## config.mk

```make
export PLATFORM = sky130hd
export DESIGN_NAME = irs_read_sequencer
export DESIGN_NICKNAME = d
export VERILOG_FILES = /design/src/irs_pkg.sv /design/src/irs_read_sequencer.sv
export SDC_FILE = /design/constraint.sdc
export NUM_CORES = 1
export LEC_CHECK = 0
export ABC_AREA = 1
export BUFFER_PORTS_ARGS = -buffer_cell sky130_fd_sc_hd__buf_2
export CORE_MARGIN = 5
export CORE_UTILIZATION = 47
export CTS_CLUSTER_DIAMETER = 120
export DETAILED_ROUTE_END_ITERATION = 12
export MAX_ROUTING_LAYER = met4
export PLACE_DENSITY_LB_ADDON = 0.25
export SYNTH_ARGS = -nofsm -noshare
export SYNTH_HDL_FRONTEND = slang
export SYNTH_SLANG_ARGS = --single-unit
export TNS_END_PERCENT = 50
```

## constraint.sdc

```tcl
create_clock -name clk_sys -period 5 [get_ports clk_sys]
set_clock_uncertainty 0.2 [all_clocks]
set_input_delay 0 -clock clk_sys [delete_from_list [all_inputs] [get_ports clk_sys]]
set_output_delay 0 -clock clk_sys [all_outputs]
set_load 0.01 [all_outputs]
```

## src/irs_pkg.sv

```systemverilog
// Shared constants and types for the I2C register read sequencer.
// Assumes a single 100 MHz system clock and a synchronous active-high reset.
`default_nettype none

package irs_pkg;
    // Device-type code of the header byte; value is arbitrary
    localparam logic [3:0] IRS_TYPE_CODE  = 4'h6;
    localparam logic [7:0] IRS_ADDR_FIRST = 8'h00;
    localparam logic [7:0] IRS_ADDR_WIPER = 8'h03;
    localparam logic [7:0] IRS_ADDR_LAST  = 8'h0F;
    localparam logic [7:0] IRS_ADDR_ACR   = 8'h10;
    localparam int         IRS_ACR_VOL    = 7;
    localparam logic [7:0] IRS_ACR_RESET  = 8'h40;
    localparam logic [7:0] IRS_ACR_WMASK  = 8'hC0;
    localparam logic [3:0] IRS_BIT_LAST   = 4'h7;
    localparam logic [3:0] IRS_BIT_FULL   = 4'h8;
    localparam logic [3:0] IRS_BIT_ZERO   = 4'h0;
    localparam int         IRS_NUM_LOC    = 16;
    localparam int         IRS_NUM_WIPER  = 4;
    localparam int         IRS_LOAD_W     = 16;
    localparam int         IRS_FIFO_DEPTH = 8;

    typedef enum logic [2:0] {
        ST_IDLE   = 3'b000,
        ST_RX     = 3'b001,
        ST_RXACK  = 3'b010,
        ST_TX     = 3'b011,
        ST_TXACK  = 3'b100,
        ST_TXNEXT = 3'b101,
        ST_WAIT   = 3'b110
    } irs_state_t;

    typedef enum logic [1:0] {
        STG_HDR  = 2'b00,
        STG_ADDR = 2'b01,
        STG_RHDR = 2'b10
    } irs_stage_t;
endpackage

`default_nettype wire

```

## src/irs_read_sequencer.sv

```systemverilog
// I2C target read sequencer with its byte register file and load FIFO.
// Assumes SCL/SDA and address-select pins arrive asynchronously; an outer
// pad resolves the open-drain SDA wire from sdaOut/sdaOe.
//
// Overview of operation
// - Acknowledge the write header, the address byte and the read header.
// - Keep sending data bytes while the controller acknowledges each byte.
// - Data comes from the pointed register; address byte loads the pointer.
// - Pointer advances by one for each data byte sent.
// - Pointer rolls from 0Fh, or from any higher address, to 00h and streaming continues.
// - Header accepted only if type code and select pins match.
// - Bytes travel most significant bit first.
// - Select bit chooses wiper or initial registers at addresses 0 to 3.
`timescale 1ns/1ps
`default_nettype none

module irs_fifo #(
    parameter int WIDTH = 16,
    parameter int DEPTH = 8
) (
    // Clock and reset
    input  wire logic             clk_sys,
    input  wire logic             rst,
    // Fill side
    input  wire logic             inValid,
    output logic                  inReady,
    input  wire logic [WIDTH-1:0] inData,
    // Drain side
    output logic                  outValid,
    input  wire logic             outReady,
    output logic      [WIDTH-1:0] outData
);
    localparam int PW = $clog2(DEPTH);
    localparam int CW = $clog2(DEPTH + 1);
    localparam logic [CW-1:0] FULL_CNT = CW'(DEPTH);

    typedef struct packed {
        logic [DEPTH-1:0][WIDTH-1:0] mem;
        logic [PW-1:0]               wrPtr;
        logic [PW-1:0]               rdPtr;
        logic [CW-1:0]               count;
        logic                        full;
    } irs_fifo_t;

    irs_fifo_t st_ff, nxt_st;
    logic      push, pop;

    assign push     = inValid & ~st_ff.full;
    assign pop      = outReady & (st_ff.count != '0);
    assign inReady  = ~st_ff.full;
    assign outValid = st_ff.count != '0;
    assign outData  = st_ff.mem[st_ff.rdPtr];

    always_comb begin
        nxt_st = st_ff;
        if (push) begin
            nxt_st.mem[st_ff.wrPtr] = inData;
            nxt_st.wrPtr = st_ff.wrPtr + 1'b1;
        end
        if (pop) begin
            nxt_st.rdPtr = st_ff.rdPtr + 1'b1;
        end
        nxt_st.count = st_ff.count + CW'(push) - CW'(pop);
        nxt_st.full  = nxt_st.count == FULL_CNT;
    end

    always_ff @(posedge clk_sys) begin
        if (rst) begin
            st_ff <= '0;
        end else begin
            st_ff <= nxt_st;
        end
    end
endmodule

module irs_read_sequencer (
    // Clock and reset
    input  wire logic       clk_sys,
    input  wire logic       rst,
    // Serial link pins
    input  wire logic       sclIn,
    input  wire logic       sdaIn,
    output logic            sdaOut,
    output logic            sdaOe,
    // Address-select straps
    input  wire logic       addr_select_pin_2,
    input  wire logic       addr_select_pin_1,
    input  wire logic       addr_select_pin_0,
    // Register load port from the write path
    input  wire logic       loadValid,
    output logic            loadReady,
    input  wire logic [7:0] loadAddr,
    input  wire logic [7:0] loadData,
    // Status
    output logic            readActive
);
    import irs_pkg::*;

    typedef struct packed {
        irs_state_t                          state;
        irs_stage_t                          stage;
        logic [3:0]                          bitCnt;
        logic [7:0]                          shift;
        logic [7:0]                          ptr;
        logic                                ptrLoaded;
        logic                                sdaOe;
        logic                                readActive;
        logic                                sclMeta, sclSync, sclPrev;
        logic                                sdaMeta, sdaSync, sdaPrev;
        logic [2:0]                          selMeta, selSync;
        logic [7:0]                          access_control_reg;
        logic [IRS_NUM_LOC-1:0][7:0]         mem;
        logic [IRS_NUM_WIPER-1:0][7:0]       wiper;
    } irs_seq_t;

    irs_seq_t               st_ff, nxt_st;
    logic                   sclRise, sclFall, startCond, stopCond;
    logic                   ackOk, loadEv, drain, fifoValid;
    logic [IRS_LOAD_W-1:0]  fifoData;
    logic [7:0]             wAddr, wData, txByte;

    function automatic logic [7:0] readReg(irs_seq_t s, logic [7:0] a);
        if (a == IRS_ADDR_ACR)
            return s.access_control_reg;
        else if (a <= IRS_ADDR_WIPER && s.access_control_reg[IRS_ACR_VOL])
            return s.wiper[a[1:0]];
        else if (a <= IRS_ADDR_LAST)
            return s.mem[a[3:0]];
        return '0;
    endfunction

    function automatic logic [7:0] nextPtr(logic [7:0] p);
        return (p >= IRS_ADDR_LAST) ? IRS_ADDR_FIRST : p + 8'h01;
    endfunction

    // Edges are taken only from the second synchroniser stage onward
    assign sclRise   = st_ff.sclSync & ~st_ff.sclPrev;
    assign sclFall   = ~st_ff.sclSync & st_ff.sclPrev;
    assign startCond = st_ff.sclSync & st_ff.sclPrev & st_ff.sdaPrev
                       & ~st_ff.sdaSync;
    assign stopCond  = st_ff.sclSync & st_ff.sclPrev & ~st_ff.sdaPrev
                       & st_ff.sdaSync;

    always_comb begin
        case (st_ff.stage)
            STG_HDR:  ackOk = st_ff.shift[7:1] ==
                              {IRS_TYPE_CODE, st_ff.selSync}
                              && !st_ff.shift[0];
            STG_ADDR: ackOk = 1'b1;
            STG_RHDR: ackOk = st_ff.shift[7:1] ==
                              {IRS_TYPE_CODE, st_ff.selSync}
                              && st_ff.shift[0];
            default:  ackOk = 1'b0;
        endcase
    end

    assign loadEv = sclFall && !startCond && !stopCond
                    && ((st_ff.state == ST_RXACK && st_ff.stage == STG_RHDR)
                        || st_ff.state == ST_TXNEXT);
    // Register writes stall while a byte is fetched for transmission
    assign drain  = fifoValid & ~loadEv;
    assign wAddr  = fifoData[15:8];
    assign wData  = fifoData[7:0];
    assign txByte = readReg(st_ff, st_ff.ptr);

    irs_fifo #(
        .WIDTH (IRS_LOAD_W),
        .DEPTH (IRS_FIFO_DEPTH)
    ) u_fifo (
        .clk_sys  (clk_sys),
        .rst      (rst),
        .inValid  (loadValid),
        .inReady  (loadReady),
        .inData   ({loadAddr, loadData}),
        .outValid (fifoValid),
        .outReady (~loadEv),
        .outData  (fifoData)
    );

    always_comb begin
        nxt_st = st_ff;
        nxt_st.sclMeta = sclIn;
        nxt_st.sclSync = st_ff.sclMeta;
        nxt_st.sclPrev = st_ff.sclSync;
        nxt_st.sdaMeta = sdaIn;
        nxt_st.sdaSync = st_ff.sdaMeta;
        nxt_st.sdaPrev = st_ff.sdaSync;
        nxt_st.selMeta = {addr_select_pin_2, addr_select_pin_1,
                          addr_select_pin_0};
        nxt_st.selSync = st_ff.selMeta;
        if (drain) begin
            // A write to an initial register also updates its wiper
            if (wAddr <= IRS_ADDR_WIPER) begin
                nxt_st.wiper[wAddr[1:0]] = wData;
                if (!st_ff.access_control_reg[IRS_ACR_VOL])
                    nxt_st.mem[wAddr[3:0]] = wData;
            end else if (wAddr <= IRS_ADDR_LAST) begin
                nxt_st.mem[wAddr[3:0]] = wData;
            end else if (wAddr == IRS_ADDR_ACR) begin
                nxt_st.access_control_reg = wData & IRS_ACR_WMASK;
            end
        end
        if (startCond) begin
            nxt_st.state  = ST_RX;
            nxt_st.bitCnt = IRS_BIT_ZERO;
            nxt_st.sdaOe  = 1'b0;
            nxt_st.stage  = st_ff.ptrLoaded ? STG_RHDR : STG_HDR;
        end else if (stopCond) begin
            nxt_st.state      = ST_IDLE;
            nxt_st.sdaOe      = 1'b0;
            nxt_st.ptrLoaded  = 1'b0;
            nxt_st.readActive = 1'b0;
        end else if (loadEv) begin
            nxt_st.shift      = txByte;
            nxt_st.sdaOe      = ~txByte[7];
            nxt_st.ptr        = nextPtr(st_ff.ptr);
            nxt_st.bitCnt     = IRS_BIT_ZERO;
            nxt_st.state      = ST_TX;
            nxt_st.readActive = 1'b1;
        end else begin
            case (st_ff.state)
                ST_RX: begin
                    if (sclRise && st_ff.bitCnt < IRS_BIT_FULL) begin
                        nxt_st.shift  = {st_ff.shift[6:0], st_ff.sdaSync};
                        nxt_st.bitCnt = st_ff.bitCnt + 4'h1;
                    end else if (sclFall && st_ff.bitCnt == IRS_BIT_FULL) begin
                        if (ackOk) begin
                            nxt_st.sdaOe = 1'b1;
                            nxt_st.state = ST_RXACK;
                            if (st_ff.stage == STG_ADDR)
                                nxt_st.ptr = st_ff.shift;
                        end else begin
                            nxt_st.state = ST_WAIT;
                        end
                    end
                end
                ST_RXACK: begin
                    if (sclFall) begin
                        nxt_st.sdaOe  = 1'b0;
                        nxt_st.bitCnt = IRS_BIT_ZERO;
                        if (st_ff.stage == STG_HDR) begin
                            nxt_st.stage = STG_ADDR;
                            nxt_st.state = ST_RX;
                        end else begin
                            // Write data bytes belong to the write path
                            nxt_st.ptrLoaded = 1'b1;
                            nxt_st.state     = ST_WAIT;
                        end
                    end
                end
                ST_TX: begin
                    if (sclFall) begin
                        if (st_ff.bitCnt == IRS_BIT_LAST) begin
                            nxt_st.sdaOe = 1'b0;
                            nxt_st.state = ST_TXACK;
                        end else begin
                            nxt_st.shift  = {st_ff.shift[6:0], 1'b0};
                            nxt_st.sdaOe  = ~st_ff.shift[6];
                            nxt_st.bitCnt = st_ff.bitCnt + 4'h1;
                        end
                    end
                end
                ST_TXACK: begin
                    if (sclRise) begin
                        if (st_ff.sdaSync) begin
                            nxt_st.state      = ST_WAIT;
                            nxt_st.readActive = 1'b0;
                        end else begin
                            nxt_st.state = ST_TXNEXT;
                        end
                    end
                end
                ST_IDLE, ST_TXNEXT, ST_WAIT: nxt_st.sdaOe = 1'b0;
                default: nxt_st.state = ST_IDLE;
            endcase
        end
    end

    always_ff @(posedge clk_sys) begin
        if (rst) begin
            st_ff       <= '0;
            st_ff.access_control_reg   <= IRS_ACR_RESET;
            st_ff.state <= ST_IDLE;
            st_ff.stage <= STG_HDR;
            // Pins idle high; a low reset value would fake an SCL edge
            {st_ff.sclMeta, st_ff.sclSync, st_ff.sclPrev} <= '1;
            {st_ff.sdaMeta, st_ff.sdaSync, st_ff.sdaPrev} <= '1;
        end else begin
            st_ff <= nxt_st;
        end
    end

    // Open drain: the pin is only ever pulled low
    assign sdaOut     = 1'b0 & st_ff.sdaOe;
    assign sdaOe      = st_ff.sdaOe;
    assign readActive = st_ff.readActive;
endmodule

`default_nettype wire

```

==> summary by stage, run 1 <==
Detailed routing
The pre-antenna-repair detailed-routing pass consisted of 5 iterations. After detailed routing, the number of vias per cell comes to 5.224. The average detailed-routed wire length per instance is 15.19 um. For this block, the initial DRC count from the detailed router was between 1k and 1.5k. The detail route stage leaves a number of antenna-violating nets equal to 0. The vias after detailed routing is 15.29k. After detailed routing, the total wire length is 44.44 mm.

After detailed routing, the number of remaining DRC violations is 0.

Timing
For the final routed database, the setup TNS stands at 0 ns. The worst hold slack is 0.1532 ns. Once routing completed, OpenROAD measured the worst setup slack at 1.296 ns. The count of final hold-check violations is 0. The final-report max-slew violation count came to 0. The worst path needs 3.704 ns of the cycle, external delays included. The pin slew with the least headroom to its limit is 1.129 ns. The headroom to the max-slew limit is 24.72%. Dividing the final minimum period by the clock period gives 74.08%. The number of setup violations in the final report is 0. Setup repair after global routing left no endpoint under its margin. Derived from the worst setup path, the maximum achievable clock frequency is 270.0 MHz.

Critical path
STA classifies the critical path startpoint as a register. The number of buffer and inverter instances along the worst setup path is 2. The kind of capture point of the worst setup path is a register. Counting cells, the worst reg-to-reg path comes to 11. The critical path crosses 11 cells after its start point. Traced cell by cell, the critical path runs through inv_4 -> nand2_1 -> nand3_1 -> nand3_1 -> o21ai_1 -> nor2_2 -> nand3_2 -> nor2_1 -> inv_1 -> nor2_1 -> nor2_1.

For the worst setup path, the data arrival time is 3.93 ns. The category of the most critical setup path is reg2reg. The largest single stage delay on the critical path is between 0.9 and 1 ns.

The critical path's most frequent cell is sky130_fd_sc_hd__nor2_1. The maximum fanout along the worst path is 49. The library cell contributing the largest single delay on the critical path is sky130_fd_sc_hd__dfxtp_2. The data required time of the worst path is 5.23 ns. The family with the most delay on the worst path is simple AND/OR/NAND/NOR gates.

Placed design
The weighted congestion reported at the end of routability-driven placement is 0.8867. In this run the tool buffered the top-level ports with 26 buffer cells. The detailed-placement wirelength estimate is 27.23 mm. Summing all placed instances gives a cell area of 16570 sq um. OpenSTA, run right after detailed placement, puts the worst setup slack at 1.405 ns.

Floorplan
The width of the chip is roughly 200 um. Row generation in the floorplan step produced between 60 and 70 rows. Once the floorplan was initialized, standard cells occupied 47.54% of the core. The placeable core region is 34540 sq um. The I/O pin count is 28. The vertical extent of the die is 196.9 um. The die area is 38780 sq um.

Yosys
The number of enable flip-flop cells after synthesis is 0. The post-synthesis net count is 2517. The post-synthesis average cell area is 6.619 sq um.

The sequential area share after synthesis is 41.57%. The cell area that synthesis handed to floorplanning was roughly 16000 sq um. In the synthesized netlist the async set-or-reset flop fraction comes to 0%. The biggest area contributor in the post-synthesis netlist is sky130_fd_sc_hd__dfxtp_1. The synthesized design devotes to its leading area cell type 41.57% of total area. The number of warnings printed during yosys synthesis is 0. Sorting the synthesized cells by how often they occur yields sky130_fd_sc_hd__nor2_1 (581), sky130_fd_sc_hd__nand2_1 (543), sky130_fd_sc_hd__dfxtp_1 (341), sky130_fd_sc_hd__o21ai_0 (249), sky130_fd_sc_hd__inv_1 (191). The flop and latch count out of synthesis is 341. The count of distinct cell types in the synthesized netlist is 47.

The number of standard cells after synthesis is about 2.5k. The most used standard cell by instance count after synthesis is sky130_fd_sc_hd__nor2_1. By area the synthesized netlist is led by sky130_fd_sc_hd__dfxtp_1 (42%), sky130_fd_sc_hd__nor2_1 (13%), sky130_fd_sc_hd__nand2_1 (12%), sky130_fd_sc_hd__o21ai_0 (7.6%), sky130_fd_sc_hd__a21oi_1 (4.8%). Among all flip-flop cells after synthesis, the most frequent one is sky130_fd_sc_hd__dfxtp_1.

Min path
The worst hold path was traced through 4 stages. The type of the most critical hold path is in2reg.

Global route
The highest-utilization routing layer at the global route stage is met2. The initial antenna violation count is 1. The total overflow left after global routing is 0. For this run, global-route usage on met1 was measured as 30.39%.

The met3 usage is roughly 3.2%. The number of global-route vias before repair came to 14.28k. Global routing used a little under a quarter of the available tracks across all layers. The first global-routing pass estimated 73.16 mm of wire.

The largest net degree at the start of global routing is around 220. For this run, global-route usage on met2 was measured as 38.25%.

Run
Across the run, the number of max-cap violations was 0.

Power
Per report_power, the combinational group accounts for 35.5% of the total. Of the total power, registers draw between 30% and 40%. Net switching is 39.17% of the power.

The maximum resistive drop on vdd is 0.4147 mV. The part of the total power dissipated in the clock network is between 20 and 30%. The power per standard cell area is 542.5 nW/um^2. The cell-internal power is around 6000 uW.

The leakage power is 0.007863 uW. Summed over all nets, the switching power comes to 3870 uW.

Clock network
The clock tree root driver cell is sky130_fd_sc_hd__clkbuf_16. TritonCTS built the clock tree. For this design, the sink count on the clock tree is 341. Clock-pin slew was measured on the worst setup and hold paths at roughly 0.060 ns.

In this run the number of H-tree levels came out at 2. The number of clock buffers added by TritonCTS is 40. The latest clock arrival within the worst-skew pair is between 0.5 and 0.6 ns. The clock passes through at most 3 buffers. Once the clock tree was built, the resizer swapped 0 gates to a different size.

Final layout
The area growth from synthesis to layout is 10.91%. The final layout contains around 2.5k nets. Counting the fill cells in the layout gives roughly 3.5k. Summing all multi-input logic gate instances after layout gives 8073 sq um. The final cell area excluding filler cells is 18210 sq um. The ratio of cells with drive above 1 in the final layout is 7.004%. The area used by sequential logic in the layout is 6830 sq um.

Run status
The run finished with clean final reports.
[per-stage QoR]
step,utilization [%],total power (uW),std cells
floorplan,-,6164,2481
global placement,47.97,6865,2829
detailed placement,47.97,6944,2829
CTS,52.72,9927,2925
global route,52.72,10550,2926
finish,52.72,9880,2926
[final cells by class]
class	instances	share of cell area (%)
clock inverters	10	0.7694
clock buffers	55	6.527
diodes	1	0.01374
multi-input cells	1778	44.33
well taps	455	3.126
repair buffers	80	3.435
flip-flops and latches	341	37.50
inverters	206	4.301
[sequential cells by signal, indices dropped and copies added (netlist names)]
register / count
nxt_st: 7
readActive: 1
sdaOe: 1
st_ff: 193
u_fifo.st_ff: 139
[final timing paths]
kind	start	to	slack (ns)
setup reg to reg	u_fifo.st_ff[5]$_SDFFE_PP0N_	st_ff[112]$_SDFFE_PP0P_	1.30
setup / recovery	u_fifo.st_ff[5]$_SDFFE_PP0N_	st_ff[112]$_SDFFE_PP0P_	1.30
hold / removal	loadAddr[7]	u_fifo.st_ff[42]$_SDFFE_PP0P_	0.15
hold reg to reg	nxt_st[170]$_SDFF_PP0_	st_ff[170]$_SDFF_PP0_	0.20
[what timing repair did]
| item | 4_1_cts | 5_1_grt |
|---|---|---|
| hold buffers | 31 | 0 |
| buffers inserted | 0 | 0 |
| endpoints found under the hold margin | 153 | 0 |
[power by group through the flow]
stage                     registers (uW)  clock network, uW  logic (uW)
after CTS                           3430               3000        3500
after global placement              3470                  0        3400
after floorplan                     3370                  0        2790
final                               3430               2940        3500
after global routing                3480               3120        3960
after detailed placement            3480                  0        3460
[routing by layer]
layer / vias up / part of all wire, %
met5: - / 0
met4: 0 / 2.4
met3: 85 / 5.2
met2: 376 / 47
met1: 7089 / 46
li1: 7736 / -
[tightest hold or removal path: stages]
cell and delay (ns):
sky130_fd_sc_hd__dlygate4sd3_1 0.51, sky130_fd_sc_hd__buf_2 0.18, sky130_fd_sc_hd__nor2_1 0.07, sky130_fd_sc_hd__nor2_1 0.09
[cell usage in the layout (no fill, tap or decap), types with 10 or more instances in the layout]
cell	count
sky130_fd_sc_hd__clkbuf_16	41
sky130_fd_sc_hd__nor2_4	10
sky130_fd_sc_hd__buf_4	22
sky130_fd_sc_hd__a21oi_1	157
sky130_fd_sc_hd__ha_1	11
sky130_fd_sc_hd__inv_1	190
sky130_fd_sc_hd__o21bai_1	11
sky130_fd_sc_hd__buf_2	26
sky130_fd_sc_hd__clkbuf_8	11
sky130_fd_sc_hd__o21ai_1	18
sky130_fd_sc_hd__nand2_1	543
sky130_fd_sc_hd__nor2_1	581
sky130_fd_sc_hd__o21ai_0	246
sky130_fd_sc_hd__dfxtp_1	338
sky130_fd_sc_hd__dlygate4sd3_1	31
sky130_fd_sc_hd__nand3_1	81
sky130_fd_sc_hd__nor3_1	11
[cell families after synthesis]
group                    after synthesis  synth area share [%]
AND/OR/NAND/NOR                     1279                 32.25
flip-flops                           341                 41.57
other                                  1               0.02284
adder cells (fa/ha/maj)               12                0.9601
XOR/XNOR                               5                0.2667
buffers and inverters                362                 9.266
AO/OA/AOI/OAI                        481                 15.67
(Power assumes the default switching activity.)
==> run 2: changes to the inputs <==
==> constraint.sdc (replaced) <==
create_clock -name clk_sys -period 3.8 [get_ports clk_sys]
set_clock_uncertainty 0.2 [all_clocks]
set_input_delay 0 -clock clk_sys [delete_from_list [all_inputs] [get_ports clk_sys]]
set_output_delay 0 -clock clk_sys [all_outputs]
set_load 0.01 [all_outputs]
==> run 2 against run 1 <==
Compared with the run above:
- sequential power grew 30%
- clock power grew 35%
- non-clock buffer count grew 14
- largest cell class unchanged
==> summary by stage, run 2 (synthesis results as in run 1) <==
Placed design
Routability-driven placement finished with a final weighted congestion of 0.8634. OpenSTA, run right after detailed placement, puts the worst setup slack at around 0.94 ns. The detailed-placement wirelength estimate is approximately 28 mm. Input and output buffers added on the ports amount to 26.

Final layout
The post-route netlist has 7.507% of its cells at a drive strength greater than 1. For this run, the post-layout net count is 2497. The register with the most flip-flops in the layout has 193 of them. Leaving out fill and tap cells, the most frequent cells in the layout are sky130_fd_sc_hd__nor2_1 (581), sky130_fd_sc_hd__nand2_1 (543), sky130_fd_sc_hd__dfxtp_1 (338). The count of inserted antenna diode cells is 0. The most common library cell in the layout ignoring fill and taps is sky130_fd_sc_hd__nor2_1. From synthesis to final layout, the design area changed by 12.05%. More flip-flops sit in one register than any other, and that register is st_ff.

Global route
The met3 usage is 3.385%. The highest-utilization routing layer at the global route stage is met2. The number of global-route vias before repair is 14.23k. The first global-routing pass estimated approximately 74 mm of wire. The initial antenna violation count is 0. The largest net degree at the start of global routing is 144. The met1 track utilization from global routing is a little under a third. Global routing used 37.23% of the available met2 tracks. The total track usage is 23.67%.

The total congestion overflow is 0.

Power
The leakage power is 0.007961 uW. IR analysis of the VDD net gives a maximum drop of 0.5365 mV. The power per standard cell area is 718.9 nW/um^2.

Critical path
For the worst setup path, the data required time is 4.06 ns. The family with the most delay on the worst path is simple AND/OR/NAND/NOR gates. The category of the most critical setup path is reg2reg. The library cell contributing the largest single delay on the critical path is sky130_fd_sc_hd__nor2_1.

At the worst endpoint, the arrival time is around 3.2 ns. Along the worst path, the maximum fanout reaches 73. The most numerous cell type found on the critical path is sky130_fd_sc_hd__nand2_1. STA classifies the critical path endpoint as a register.

Counting both buffers and inverters, the worst setup path holds a total of 2. The worst setup path is launched from a register. In this design, the stage delay of the slowest critical-path cell is 0.65 ns. The critical path goes through buf_12 -> nand2_1 -> o21ai_0 -> nand2_1 -> nand2_1 -> nand2_1 -> nand2_4 -> nand3_4 -> nor2_1 -> inv_1 -> nor2_1 -> nor2_1.

Floorplan
The effective utilization at floorplan is 47.54%. The die area is just under 40000 sq um. The I/O pin count is 28. The placeable core region is 34540 sq um. In this run the vertical extent of the chip is 196.9 um. The number of placement rows is 68. The width of the chip is 196.9 um.

Detailed routing
The overall routed net length is 45.10 mm. The post-detailed-route via-to-cell ratio is 5.172. The vias after detailed routing is 15.24k. The average detailed-routed wire length per instance is 15.31 um.

The number of remaining DRC errors is 0. The detailed router finished its first iteration with between 1k and 1.5k violations. For this run, the detailed router's first-pass iteration total came to 5.

The detail route stage leaves a number of antenna-violating nets equal to 0.

Timing
The final critical delay including setup and external delays is 2.911 ns. The count of final hold-check violations is 0. Setup repair after global routing left no endpoint under its margin. Measured against its own limit, the worst slew margin works out to 32.21%. The worst-case setup margin in the final layout is 0.8891 ns. The final clock period utilization by the worst path is between 70% and 80%. Derived from the worst setup path, the maximum achievable clock frequency is ~340 MHz. The number of setup violations in the final report is 0. For the pin with the worst max-slew slack, the measured transition is 1.016 ns. The setup TNS is 0 ns. The final-report max-slew violation count was 0.

Clock network
The latest clock arrival within the worst-skew pair is 0.57 ns. The quantity of gates resized following cts is 0. The H-tree was split into 2 levels. Counting the buffers created by CTS gives 40. The TritonCTS clock tree is done. After clock tree synthesis, the clock-pin slew on the worst setup and hold paths is 0.06 ns. The clock tree root driver cell is sky130_fd_sc_hd__clkbuf_16. The largest buffer count on any clock path is 3. For this design, the sink count on the clock tree is 341.

Min path
The path class of the tightest hold or removal check is in2reg.

Run status
The run finished with clean final reports.

Run
The number of maximum-capacitance constraint violations is 0.
==> run 2: timing repair <==
action	CTS	global route
buffers inserted	0	0
endpoints found under the hold margin	155	0
hold buffers	33	0
==> run 2: final timing paths <==
kind,from,endpoint,slack [ns],depth (start not counted)
min,loadData[4],u_fifo.st_ff[111]$_SDFFE_PP0P_,0.12,4
max reg2reg,u_fifo.st_ff[5]$_SDFFE_PP0N_,st_ff[112]$_SDFFE_PP0P_,0.89,12
max,u_fifo.st_ff[5]$_SDFFE_PP0N_,st_ff[112]$_SDFFE_PP0P_,0.89,12
min reg2reg,nxt_st[169]$_SDFF_PP0_,st_ff[169]$_SDFF_PP0_,0.20,2
==> run 2: routing by layer <==
metal  part of all wire, %  up-vias
met1                    45     6931
met3                   5.6      115
met5                     0        -
met4                   3.5        0
met2                    46      421
li1                      -     7769
==> run 2: area by class of cell <==
class	instances	area, sq um
clock buffers	61	1210
clock inverters	11	172.7
fillers	3404	16140
inverters	206	783.3
multi-input cells	1778	8073
flip-flops and latches	341	6830
well taps	455	569.3
repair buffers	94	760.7
==> run 2: report_power, final <==
part           switching (uW)  total (uW)  internal, uW
combinational            3360        4800          1440
clock                    1560        3980          2410
sequential                287        4450          4160
==> run 2: worst register-to-register path: stages, from the launching register on <==
cell	delay (ns)
sky130_fd_sc_hd__dfxtp_2	0.37
sky130_fd_sc_hd__buf_12	0.29
sky130_fd_sc_hd__nand2_1	0.15
sky130_fd_sc_hd__o21ai_0	0.18
sky130_fd_sc_hd__nand2_1	0.07
sky130_fd_sc_hd__nand2_1	0.07
sky130_fd_sc_hd__nand2_1	0.08
sky130_fd_sc_hd__nand2_4	0.18
sky130_fd_sc_hd__nand3_4	0.21
sky130_fd_sc_hd__nor2_1	0.66
sky130_fd_sc_hd__inv_1	0.17
sky130_fd_sc_hd__nor2_1	0.13
sky130_fd_sc_hd__nor2_1	0.05
==> run 2: stage by stage <==
step,util [%],instance area [sq um],hold slack [ns],power (uW),std cells
finish,53.26,18400,0.1174,13230,2946
global placement,48.30,16690,-0.01625,9166,2841
floorplan,-,16420,-0.09619,8110,2481
detailed placement,48.30,16690,-0.007827,9274,2841
CTS,53.26,18400,0.08751,13300,2946
global route,53.26,18400,0.1359,14130,2946
